`src/design/mpt_defs.vh`:
```
// register offsets, field positions, encodings and reset values of the period timer core
`ifndef MPT_DEFS_VH
`define MPT_DEFS_VH

// ==========================================================
// register byte offsets
`define MPT_OFF_CTRL      12'h000
`define MPT_OFF_COUNT     12'h004
`define MPT_OFF_PERIOD    12'h008
`define MPT_OFF_STATUS    12'h00c

// ==========================================================
// control register fields
`define MPT_CTRL_CLR_BIT  2
`define MPT_CTRL_MODE_LO  4
`define MPT_CTRL_MODE_HI  5
`define MPT_CTRL_DIV_LO   6
`define MPT_CTRL_DIV_HI   7
`define MPT_CTRL_SRC_LO   8
`define MPT_CTRL_SRC_HI   9
`define MPT_CTRL_LEN_LO   11
`define MPT_CTRL_LEN_HI   12

// ==========================================================
// status register fields
`define MPT_STAT_OVF_BIT  0
`define MPT_STAT_CMP_BIT  1
`define MPT_STAT_DIR_BIT  2

// ==========================================================
// mode control encodings
`define MPT_MODE_STOP     2'h0
`define MPT_MODE_UP       2'h1
`define MPT_MODE_CONT     2'h2
`define MPT_MODE_UPDN     2'h3

// ==========================================================
// length select encodings and maximum counts
`define MPT_LEN_8         2'h0
`define MPT_LEN_10        2'h1
`define MPT_LEN_12        2'h2
`define MPT_LEN_16        2'h3
`define MPT_MAX_8         16'h00ff
`define MPT_MAX_10        16'h03ff
`define MPT_MAX_12        16'h0fff
`define MPT_MAX_16        16'hffff

// ==========================================================
// clock source encodings
`define MPT_SRC_AUX       2'h0
`define MPT_SRC_SUBSYS    2'h1
`define MPT_SRC_EXT       2'h2
`define MPT_SRC_ALT_EXT   2'h3

// ==========================================================
// reset values
`define MPT_RST_CTRL      16'h0000
`define MPT_RST_COUNT     16'h0000
`define MPT_RST_PERIOD    16'h0000
`define MPT_RST_DIV       3'h0

`endif

```
`src/design/mpt_timer_core.v`:
```
// counter core of the multimode period timer with its apb register slave
`timescale 1ns/1ps
`include "mpt_defs.vh"

module mpt_timer_core
(
	// clock and reset
	input  wire        i_clk,
	input  wire        i_arst_n,
	// apb slave
	input  wire        i_psel,
	input  wire        i_penable,
	input  wire        i_pwrite,
	input  wire [11:0] i_paddr,
	input  wire [31:0] i_pwdata,
	output wire        o_pready,
	output wire        o_pslverr,
	output wire [31:0] o_prdata,
	// timer clock sources, asynchronous pins
	input  wire        i_aux_clk,
	input  wire        i_subsys_clk,
	input  wire        i_ext_clk,
	input  wire        i_alt_ext_clk,
	// counter state
	output wire [15:0] o_count,
	output wire        o_overflow_flag,
	output wire        o_compare_match_flag
);

	// ==========================================================
	// helper functions

	// maximum count of a length select code
	function [15:0] len_max;
		input [1:0] len;
		begin
			if (len == `MPT_LEN_8)
				len_max = `MPT_MAX_8;
			else if (len == `MPT_LEN_10)
				len_max = `MPT_MAX_10;
			else if (len == `MPT_LEN_12)
				len_max = `MPT_MAX_12;
			else
				len_max = `MPT_MAX_16;
		end
	endfunction

	// divide ratio minus one for the divider select code
	function [2:0] div_last;
		input [1:0] sel;
		begin
			div_last = (3'h1 << sel) - 3'h1;
		end
	endfunction

	// ==========================================================
	// state

	reg  [1:0]  mode_r;
	reg  [1:0]  div_sel_r;
	reg  [1:0]  src_sel_r;
	reg  [1:0]  len_sel_r;
	reg  [15:0] count_r;
	reg  [15:0] count_nxt;
	reg  [15:0] period_r;
	reg         dir_down_r;
	reg         dir_down_nxt;
	reg         ovf_r;
	reg         cmp_r;
	reg         ovf_set;
	reg         cmp_set;
	reg  [2:0]  div_cnt_r;
	reg  [3:0]  src_pin_s1_r;
	reg  [3:0]  src_pin_s2_r;
	reg  [3:0]  src_pin_s3_r;
	reg  [3:0]  src_lvl_r;
	reg  [31:0] prdata_r;
	reg         slverr_r;

	wire        wr_acc;
	wire        rd_setup;
	wire        hit_ctrl;
	wire        hit_count;
	wire        hit_period;
	wire        hit_status;
	wire        mapped;
	wire        clr_req;
	wire        src_edge;
	wire        tick;
	wire [15:0] max_cnt;
	wire [15:0] wdata16;

	// ==========================================================
	// apb decode

	// zero wait states: read data is latched in the setup cycle
	assign wr_acc     = i_psel & i_penable & i_pwrite;
	assign rd_setup   = i_psel & ~i_penable & ~i_pwrite;
	assign hit_ctrl   = (i_paddr == `MPT_OFF_CTRL);
	assign hit_count  = (i_paddr == `MPT_OFF_COUNT);
	assign hit_period = (i_paddr == `MPT_OFF_PERIOD);
	assign hit_status = (i_paddr == `MPT_OFF_STATUS);
	assign mapped     = hit_ctrl | hit_count | hit_period | hit_status;
	assign clr_req    = wr_acc & hit_ctrl & i_pwdata[`MPT_CTRL_CLR_BIT];
	assign wdata16    = i_pwdata[15:0];
	assign max_cnt    = len_max(len_sel_r);

	assign o_pready   = i_psel & i_penable;
	assign o_pslverr  = slverr_r & i_psel & i_penable;
	assign o_prdata   = prdata_r;

	// read data and error answer, captured when the address first appears
	always @(posedge i_clk or negedge i_arst_n)
	begin
		if (!i_arst_n)
		begin
			prdata_r <= 32'h0000_0000;
			slverr_r <= 1'b0;
		end
		else if (i_psel & ~i_penable)
		begin
			slverr_r <= ~mapped;
			if (!rd_setup)
				prdata_r <= 32'h0000_0000;
			else if (hit_ctrl)
				prdata_r <= {19'h0, len_sel_r, 1'b0, src_sel_r, div_sel_r, mode_r, 4'h0};
			else if (hit_count)
				prdata_r <= {16'h0, count_r};
			else if (hit_period)
				prdata_r <= {16'h0, period_r};
			else if (hit_status)
				prdata_r <= {29'h0, dir_down_r, cmp_r, ovf_r};
			else
				prdata_r <= 32'h0000_0000;
		end
	end

	// ==========================================================
	// control register

	// the clear bit is a strobe and always reads back as zero
	always @(posedge i_clk or negedge i_arst_n)
	begin
		if (!i_arst_n)
		begin
			mode_r    <= `MPT_MODE_STOP;
			div_sel_r <= 2'h0;
			src_sel_r <= 2'h0;
			len_sel_r <= 2'h0;
		end
		else if (wr_acc & hit_ctrl)
		begin
			mode_r    <= i_pwdata[`MPT_CTRL_MODE_HI:`MPT_CTRL_MODE_LO];
			div_sel_r <= i_pwdata[`MPT_CTRL_DIV_HI:`MPT_CTRL_DIV_LO];
			src_sel_r <= i_pwdata[`MPT_CTRL_SRC_HI:`MPT_CTRL_SRC_LO];
			len_sel_r <= i_pwdata[`MPT_CTRL_LEN_HI:`MPT_CTRL_LEN_LO];
		end
	end

	// ==========================================================
	// clock source synchronisers

	// three stages per pin; only stages two and three feed the edge detector
	// a level change counts once stages two and three agree, so a one-sample glitch never ticks
	always @(posedge i_clk or negedge i_arst_n)
	begin
		if (!i_arst_n)
		begin
			src_pin_s1_r <= 4'h0;
			src_pin_s2_r <= 4'h0;
			src_pin_s3_r <= 4'h0;
			src_lvl_r    <= 4'h0;
		end
		else
		begin
			src_pin_s1_r <= {i_alt_ext_clk, i_ext_clk, i_subsys_clk, i_aux_clk};
			src_pin_s2_r <= src_pin_s1_r;
			src_pin_s3_r <= src_pin_s2_r;
			src_lvl_r    <= (src_pin_s2_r & src_pin_s3_r) | (src_lvl_r & (src_pin_s2_r | src_pin_s3_r));
		end
	end

	// select after synchronising so a source switch never glitches a stage
	assign src_edge = src_pin_s2_r[src_sel_r] & src_pin_s3_r[src_sel_r] & ~src_lvl_r[src_sel_r];

	// ==========================================================
	// input divider

	// a stopped source gives no edges, so the counter simply waits
	always @(posedge i_clk or negedge i_arst_n)
	begin
		if (!i_arst_n)
			div_cnt_r <= `MPT_RST_DIV;
		else if (clr_req)
			div_cnt_r <= `MPT_RST_DIV;
		else if (src_edge)
		begin
			if (div_cnt_r >= div_last(div_sel_r))
				div_cnt_r <= 3'h0;
			else
				div_cnt_r <= div_cnt_r + 3'h1;
		end
	end

	assign tick = src_edge & (div_cnt_r >= div_last(div_sel_r)) & (mode_r != `MPT_MODE_STOP);

	// ==========================================================
	// counter next state

	// flags only rise from tick-driven transitions, never from a write
	always @*
	begin
		count_nxt    = count_r;
		dir_down_nxt = dir_down_r;
		ovf_set      = 1'b0;
		cmp_set      = 1'b0;
		if (tick)
		begin
			if (mode_r == `MPT_MODE_CONT || (mode_r == `MPT_MODE_UPDN && period_r > max_cnt))
			begin
				if (count_r >= max_cnt)
				begin
					count_nxt = 16'h0000;
					ovf_set   = 1'b1;
				end
				else
					count_nxt = count_r + 16'h0001;
				cmp_set = (count_nxt == period_r);
			end
			else if (period_r == 16'h0000)
				count_nxt = count_r;
			else if (mode_r == `MPT_MODE_UP)
			begin
				if (count_r == period_r)
				begin
					count_nxt = 16'h0000;
					ovf_set   = 1'b1;
				end
				else if (count_r > period_r)
					count_nxt = 16'h0000;
				else
				begin
					count_nxt = count_r + 16'h0001;
					cmp_set   = (count_nxt == period_r);
				end
			end
			else
			begin
				// up/down, period within the length
				if (dir_down_r)
				begin
					if (count_r == 16'h0000)
					begin
						dir_down_nxt = 1'b0;
						count_nxt    = 16'h0001;
						cmp_set      = (period_r == 16'h0001);
					end
					else
					begin
						count_nxt = count_r - 16'h0001;
						ovf_set   = (count_r == 16'h0001);
						if (count_r == 16'h0001)
							dir_down_nxt = 1'b0;
					end
				end
				else if (count_r >= period_r)
				begin
					dir_down_nxt = 1'b1;
					count_nxt    = count_r - 16'h0001;
					ovf_set      = (count_r == 16'h0001);
					if (count_r == 16'h0001)
						dir_down_nxt = 1'b0;
				end
				else
				begin
					count_nxt = count_r + 16'h0001;
					cmp_set   = (count_nxt == period_r);
				end
			end
			count_nxt = count_nxt & max_cnt;
		end
	end

	// ==========================================================
	// count, direction and period registers

	// software writes win over a tick in the same cycle
	always @(posedge i_clk or negedge i_arst_n)
	begin
		if (!i_arst_n)
		begin
			count_r    <= `MPT_RST_COUNT;
			dir_down_r <= 1'b0;
		end
		else if (clr_req)
		begin
			count_r    <= 16'h0000;
			dir_down_r <= 1'b0;
		end
		else if (wr_acc & hit_count)
			count_r <= wdata16 & max_cnt;
		else if (wr_acc & hit_period & (period_r == 16'h0000) & (wdata16 != 16'h0000) &
			(mode_r == `MPT_MODE_UP || mode_r == `MPT_MODE_UPDN))
		begin
			count_r    <= 16'h0000;
			dir_down_r <= 1'b0;
		end
		else
		begin
			count_r    <= count_nxt & max_cnt;
			dir_down_r <= dir_down_nxt;
		end
	end

	// period latch loads immediately on write
	always @(posedge i_clk or negedge i_arst_n)
	begin
		if (!i_arst_n)
			period_r <= `MPT_RST_PERIOD;
		else if (wr_acc & hit_period)
			period_r <= wdata16;
	end

	// ==========================================================
	// event flags

	// write one to clear; a set in the same cycle wins
	always @(posedge i_clk or negedge i_arst_n)
	begin
		if (!i_arst_n)
		begin
			ovf_r <= 1'b0;
			cmp_r <= 1'b0;
		end
		else
		begin
			if (ovf_set)
				ovf_r <= 1'b1;
			else if (wr_acc & hit_status & i_pwdata[`MPT_STAT_OVF_BIT])
				ovf_r <= 1'b0;
			if (cmp_set)
				cmp_r <= 1'b1;
			else if (wr_acc & hit_status & i_pwdata[`MPT_STAT_CMP_BIT])
				cmp_r <= 1'b0;
		end
	end

	assign o_count              = count_r;
	assign o_overflow_flag      = ovf_r;
	assign o_compare_match_flag = cmp_r;

endmodule // mpt_timer_core

```
`config.mk`:
```
export PLATFORM = sky130hd
export DESIGN_NAME = mpt_timer_core
export DESIGN_NICKNAME = d
export VERILOG_FILES = /design/src/design/mpt_timer_core.v
export VERILOG_INCLUDE_DIRS = /design/src /design/src/design
export SDC_FILE = /design/constraint.sdc
export NUM_CORES = 1
export LEC_CHECK = 0
export ABC_AREA = 1
export BUFFER_PORTS_ARGS = -buffer_cell sky130_fd_sc_hd__buf_2
export CORE_UTILIZATION = 40
export DETAILED_ROUTE_END_ITERATION = 7
export GPL_TIMING_DRIVEN = 0
export PLACE_DENSITY_LB_ADDON = 0.3
export SLEW_MARGIN = 10
export SYNTH_ARGS = -nofsm -noshare
export SYNTH_HDL_FRONTEND = slang
export SYNTH_SLANG_ARGS = --single-unit
```
`constraint.sdc`:
```
create_clock -name i_clk -period 4.5 [get_ports i_clk]
set_clock_uncertainty 0.2 [all_clocks]
set_input_delay 0.225 -clock i_clk [delete_from_list [all_inputs] [get_ports i_clk]]
set_output_delay 0.225 -clock i_clk [all_outputs]
set_load 0.02 [all_outputs]
```
# Word level (Yosys, flattened, before mapping)

Cells that the tools add are included.

Register bits: 95
Bits in latches: 0
Memory bits (writable): 0
ROM bits: 0
Bits of input ports: 53
Output and inout bits: 52
Logic and storage cells: 158
Memories: 0

$add $sub $neg: 4
Multipliers: 0
Divide/modulo/power cells: 0
Magnitude comparators: 6
Equal/unequal tests: 17
Shift-type cells: 1
Muxes and demuxes: 66
Bitwise gates (word level): 34
Reduce and logical (&&, ||, !) cells: 14

Operators by type and width:

| cell                  | count |
|---|---|
| $mux 16               | 23 |
| $and 16x16->16        | 3 |
| $eq 16x16->1          | 3 |
| $mux 1                | 36 |
| $eq 16x1->1 const B   | 2 |
| $ge 16x16->1          | 2 |
| $gt 16x16->1          | 2 |
| $logic_not 16->1      | 2 |
| $eq 12x4->1 const B   | 2 |
| $and 1x1->1           | 20 |
| $add 16x1->16 const B | 1 |
| $reduce_bool 16->1    | 1 |
| $sub 16x1->16 const B | 1 |
| $eq 12x3->1 const B   | 1 |
| $logic_not 12->1      | 1 |
| $mux 3                | 4 |
| $ne 3x2->1 const B    | 3 |
| $and 4x4->4           | 2 |
| $or 4x4->4            | 2 |
| $reduce_bool 2->1     | 4 |
| $bmux 1 s2            | 3 |
| $eq 2x2->1 const B    | 3 |
| $reduce_and 5->1      | 1 |
| $eq 2x1->1 const B    | 2 |
| 12 further kinds      | 18 |

# Logic depth before layout (Yosys ltp)

Word-level depth: 17
Gate-level depth with buffers: 20
Depth with buffers taken out: 20

# Worst setup path after synthesis

No wires, ideal clock.

Path type: register to register
Start point: reg len_sel_r[1]
End point: reg cmp_r (netlist: o_compare_match_flag)
Setup time: 0.121 ns
Arrival: 2.190 ns
Setup slack: 1.989 ns
Stages on the path, launching flop included: 17
Cell sequence: dfrtp_1 -> nand2_1 -> ha_1 -> a21o_1 -> nor2_1 -> nand2_1 -> nor2_4 -> buf_8 -> nand3_1 -> nand2_1 -> nor2_1 -> nand2_1 -> nor2_1 -> nand2_1 -> nand2_1 -> nand2_1 -> nand2_1

Word-level cells in the longest chain between the ends: 12

RTL lines:

| item                                               | RTL line             | source |
|---|---|---|
| start: declaration                                 | mpt_timer_core.v:62  | `reg [1:0] len_sel_r;` |
| start signal: assignment                           | mpt_timer_core.v:156 | `` len_sel_r <= i_pwdata[`MPT_CTRL_LEN_HI:`MPT_CTRL_LEN_LO]; `` |
| $eq 2x2->1 (no line)                               | n/a                  |  |
| $mux 16                                            | mpt_timer_core.v:41  | `` else if (len == `MPT_LEN_12) `` |
| $mux 16                                            | mpt_timer_core.v:39  | `` else if (len == `MPT_LEN_10) `` |
| $mux 16 *                                          | mpt_timer_core.v:37  | `` if (len == `MPT_LEN_8) `` |
| $ge 16x16->1                                       | mpt_timer_core.v:221 | `if (count_r >= max_cnt)` |
| $mux 16                                            | mpt_timer_core.v:221 |  |
| $mux 16                                            | mpt_timer_core.v:219 | `` if (mode_r == `MPT_MODE_CONT \|\| (mode_r == `MPT_MODE_UPDN && period_r > max_cnt)) `` |
| $mux 16                                            | mpt_timer_core.v:217 | `if (tick)` |
| $eq 16x16->1                                       | mpt_timer_core.v:228 | `cmp_set = (count_nxt == period_r);` |
| $mux 1 *                                           | mpt_timer_core.v:219 |  |
| $mux 1 *                                           | mpt_timer_core.v:217 |  |
| $mux 1 / $reduce_bool 2->1 (equally long branches) | n/a                  |  |
| end signal: assignment                             | mpt_timer_core.v:333 | `cmp_r <= 1'b0;` |
| end signal: assignment                             | mpt_timer_core.v:342 | `cmp_r <= 1'b1;` |
| end signal: assignment                             | mpt_timer_core.v:344 | `cmp_r <= 1'b0;` |
| end: declaration                                   | mpt_timer_core.v:69  | `reg cmp_r;` |

Mark *: on every way between the ends. The rest lies on a longest branch, timed or not. The select of a mux whose other input is x is not followed.
A chain may end at the register's enable or synchronous reset.

# Worst setup path after layout

Start point: reg len_sel_r[1]
End point: reg count_r[7] (netlist: o_count[7])

Word-level cells in the longest chain between the ends: 16

RTL lines:

| item                   | RTL line             | source |
|---|---|---|
| $eq 2x2->1 (no line)   | n/a                  |  |
| $mux 16                | mpt_timer_core.v:41  |  |
| $mux 16                | mpt_timer_core.v:39  |  |
| $mux 16 *              | mpt_timer_core.v:37  |  |
| $ge 16x16->1           | mpt_timer_core.v:221 |  |
| $mux 16                | mpt_timer_core.v:221 |  |
| $mux 16                | mpt_timer_core.v:219 |  |
| $mux 16                | mpt_timer_core.v:217 |  |
| $mux 16                | mpt_timer_core.v:219 |  |
| $mux 16                | mpt_timer_core.v:217 |  |
| $and 16x16->16         | mpt_timer_core.v:280 | `count_nxt = count_nxt & max_cnt;` |
| $mux 16                | mpt_timer_core.v:217 |  |
| $and 16x16->16         | mpt_timer_core.v:310 | `count_r <= count_nxt & max_cnt;` |
| $mux 16                | mpt_timer_core.v:302 | `else if (wr_acc & hit_period & (period_r == 16'h0000) & (wdata16 != 16'h0000) &` |
| $mux 16 *              | mpt_timer_core.v:300 | `else if (wr_acc & hit_count)` |
| $mux 16 *              | mpt_timer_core.v:295 | `else if (clr_req)` |
| end signal: assignment | mpt_timer_core.v:292 | `` count_r <= `MPT_RST_COUNT; `` |
| end signal: assignment | mpt_timer_core.v:301 | `count_r <= wdata16 & max_cnt;` |
| end signal: assignment | mpt_timer_core.v:310 |  |
| end: declaration       | mpt_timer_core.v:63  | `reg [15:0] count_r;` |

Marks and branches as above.

==> impl_results.md <==
- Status: complete, no violations
- CTS root buf: clkbuf_16
- Most common cell in the netlist: nand2_1
- F_max: 319 MHz
- Synth Area per Inst: 6.51 µm²
- RSZ-0062 raised after global routing: no
- Routed len/inst: 17.2 µm
- Crit path time final: 3140 ps
- Synth Area in XOR/XNOR: 1.42%
- FF+latch area: 0.00198 mm²
- Setup TNS: 0 ps
- Max Cap Viol: 0
- Die width: 132 µm
- Critical path required time: 4570 ps
- Critical path launch point type: register
- Area share of fa/ha/maj cells after synthesis: 7.66%
- Cells on worst reg2reg path: 15
- Hold Violations, Final: 0
- Yosys warns: 0
- Max stage delay on crit path: 470 ps
- Worst vdd ir: 0.000295 V
- Top_reg_cell synth: dfrtp_1
- Fin. max-slew vios: 0
- Die area: 0.0175 mm²
- Number of nets with antenna violations after routing: 0
- Total vias in the final route: 7351
- Area Growth Syn to Fin: 17.5%
- CP arrival: 3210 ps
- Worst Setup Path Type: reg -> reg
- Worst-Skew Late Latency: 340 ps
- Share of post-route cells with drive strength above 1: 14.5%
- Vias in the first global route: 6853
- WHS Path Cells: 3
- Sink Count: 79
- Mux cell area share after synthesis: 0%
- Core ar.: 0.0166 mm²
- Setup-failing EPs final: 0
- CTS Buf Count: 9
- Compound-Gate Fraction of Synth Area: 12.5%
- Largest family of logic cells by synthesized area: simple AND/OR/NAND/NOR gates
- Row count: 47
- Register-to-Register Setup Slack: 1360 ps
- Power per cell area: 306 mW/mm²
- Setup Fix Bufs, Post-CTS: 0
- Top cell by count, worst path: nand2_1
- Overall Global Routing Usage: 27.8%
- Antenna violations before repair: 0
- Hold crit path type: in -> reg
- Register area share after synthesis: 29.1%
- Largest net degree at the start of global routing: 62
- Mapped Area: 0.00679 mm²
- Die height: 132 µm
- Crit path capture type: register
- Antenna Cells: 0
- Crit-path cells: nand2_1 > ha_1 > a21o_1 > nor2_1 > nand2_1 > nor2_4 > buf_8 > nand2_1 > o21ai_1 > nand2_1 > nand2_1 > nand2_1 > nand2_1 > nand2_1 > nand2_1
- Slowest cell on the critical path: dfrtp_1
- Worst-Margin Slew: 556 ps
- Initial core utilization: 41.0%
- Synth cell count leaders: nand2_1 (351), nor2_1 (113), inv_1 (102)
- Clock Path Buffers: 2
- Grt ovf: 0
- Final Cycle Share: 69.8%
- Leak Pwr: 4.38 nW
- Top-Level Pins: 105
- CTS tree: yes
- CTS hold repair buffers: 19
- H-tree depth: 3
- First DRT Iteration DRCs: 671
- Pwr Total: 0.00244 W
- Simple-gate share of the synthesized area: 39.1%
- Worst-path fanout max: 10
- Routed WL: 23.8 mm
- Synth top area cells: dfrtp_1 (29%), nand2_1 (19%), ha_1 (7.4%)
- Number of port buffers: 72
- Post-synth ARST share: 100%
- DRC viols: 0
- Via density: 5.30
- #FFs+latches synth: 79
- Area of the multi-input gates: 0.00419 mm²
- # nets final: 1255
- Placer congestion estimate: 0.975
- Gates resized, CTS repair: 0
- Proportion of netlist area held by the largest area contributor: 29.1%
- Post-synth cell types: 45
- First-pass GRT wire length: 37.3 mm
- Fillers: 1740
- DP HPWL: 18.9 mm
- Top cell type by total area after synthesis: dfrtp_1
- Worst-path clk slew: 70 ps
- Slew HR: 62.9%
- Syn Inst Count: 1044
- Post-synth EDFFs: 0
- First drt pass iteration count: 6
==> final timing paths <==
| kind | from | endpoint |
|---|---|---|
| max in group asynchronous | i_arst_n | slverr_r |
| worst min register to register | src_pin_s1_r[3] | src_pin_s2_r[3] |
| worst min-delay path | i_pwdata[1] | period_r[1] |
| worst max-delay path | len_sel_r[1] | o_count[7] |
| worst max register to register | len_sel_r[1] | o_count[7] |
| min in group asynchronous | i_arst_n | src_lvl_r[1] |
==> per-stage QoR <==
step	utilization (%)	area [µm²]	setup slack, ps	cells	hold slack [ps]
global placement	45.1	7480	1440	1351	133
global route	48.1	7980	1150	1387	29.7
finish	48.1	7980	1360	1387	7.94
detailed placement	45.3	7510	1430	1352	-72.5
floorplan	-	6850	1990	1059	-271
CTS	48.1	7980	1400	1387	1.42
==> layer usage <==
metal | routed length, µm | up-vias | part of all wire (%) | GRT usage (%)
met1 | 10600 | 3413 | 45 | 37.8
met5 | 0 | - | 0 | 0
li1 | - | 3611 | - | -
met4 | 713 | 0 | 3.0 | 10.6
met2 | 10800 | 285 | 45 | 44.9
met3 | 1710 | 42 | 7.2 | 3.88
==> flip-flops by register name, summed over array words and instances (netlist names) <==
name and count:
dir_down_r 1, div_cnt_r 3, div_sel_r 2, len_sel_r 2, mode_r 2, o_compare_match_flag 1
o_count 16, o_overflow_flag 1, o_prdata 16, period_r 16, slverr_r 1, src_lvl_r 4
src_pin_s1_r 4, src_pin_s2_r 4, src_pin_s3_r 4, src_sel_r 2
==> layout by cell type (no fill, tap or decap), drive strengths merged <==
master and n:
a22o 5, clkinv 7, nand4 28, dfrtp 79, ha 40, nand2 356, o22ai 3, xor2 11
o311ai 2, buf 100, a21o 2, o21ai 61, o21a 2, or2 1, a21boi 2, nor2 127
conb 16, a21oi 60, o221ai 5, o211ai 1, a32o 3, clkbuf 19, dlygate4sd3 19, a31oi 2
o21bai 1, o31ai 2, inv 120, maj3 2, nand3 80, nor3 11
==> where the power goes <==
group | switching (W) | leakage (nW) | internal, W
Clock | 0.000287 | 0.140 | 0.000389
Combinational | 0.000620 | 3.32 | 0.000319
Sequential | 0.0000764 | 0.923 | 0.000749
==> kinds of logic after synthesis <==
logic type               Yosys count
AO/OA/AOI/OAI                    151
XOR/XNOR                          11
adder cells (fa/ha/maj)           42
buffers and inverters            157
flip-flops                        79
other                              1
AND/OR/NAND/NOR                  603
==> cell type report <==
class	count	area share (%)
multi-input cells	823	52.5
flip-flops and latches	79	24.8
repair buffers	92	7.28
inverters	122	5.77
well taps	220	3.45
clock buffers	11	3.04
plain buffers	35	2.82
clock inverters	5	0.408
==> critical path: cells and delay by family, from the launching register on <==
kind	cells	cell delay, ps
flip-flops	1	470
buffers and inverters	1	190
adder cells (fa/ha/maj)	1	390
AO/OA/AOI/OAI	2	380
AND/OR/NAND/NOR	11	1430
Note: power is estimated with default switching activity, not from simulation.
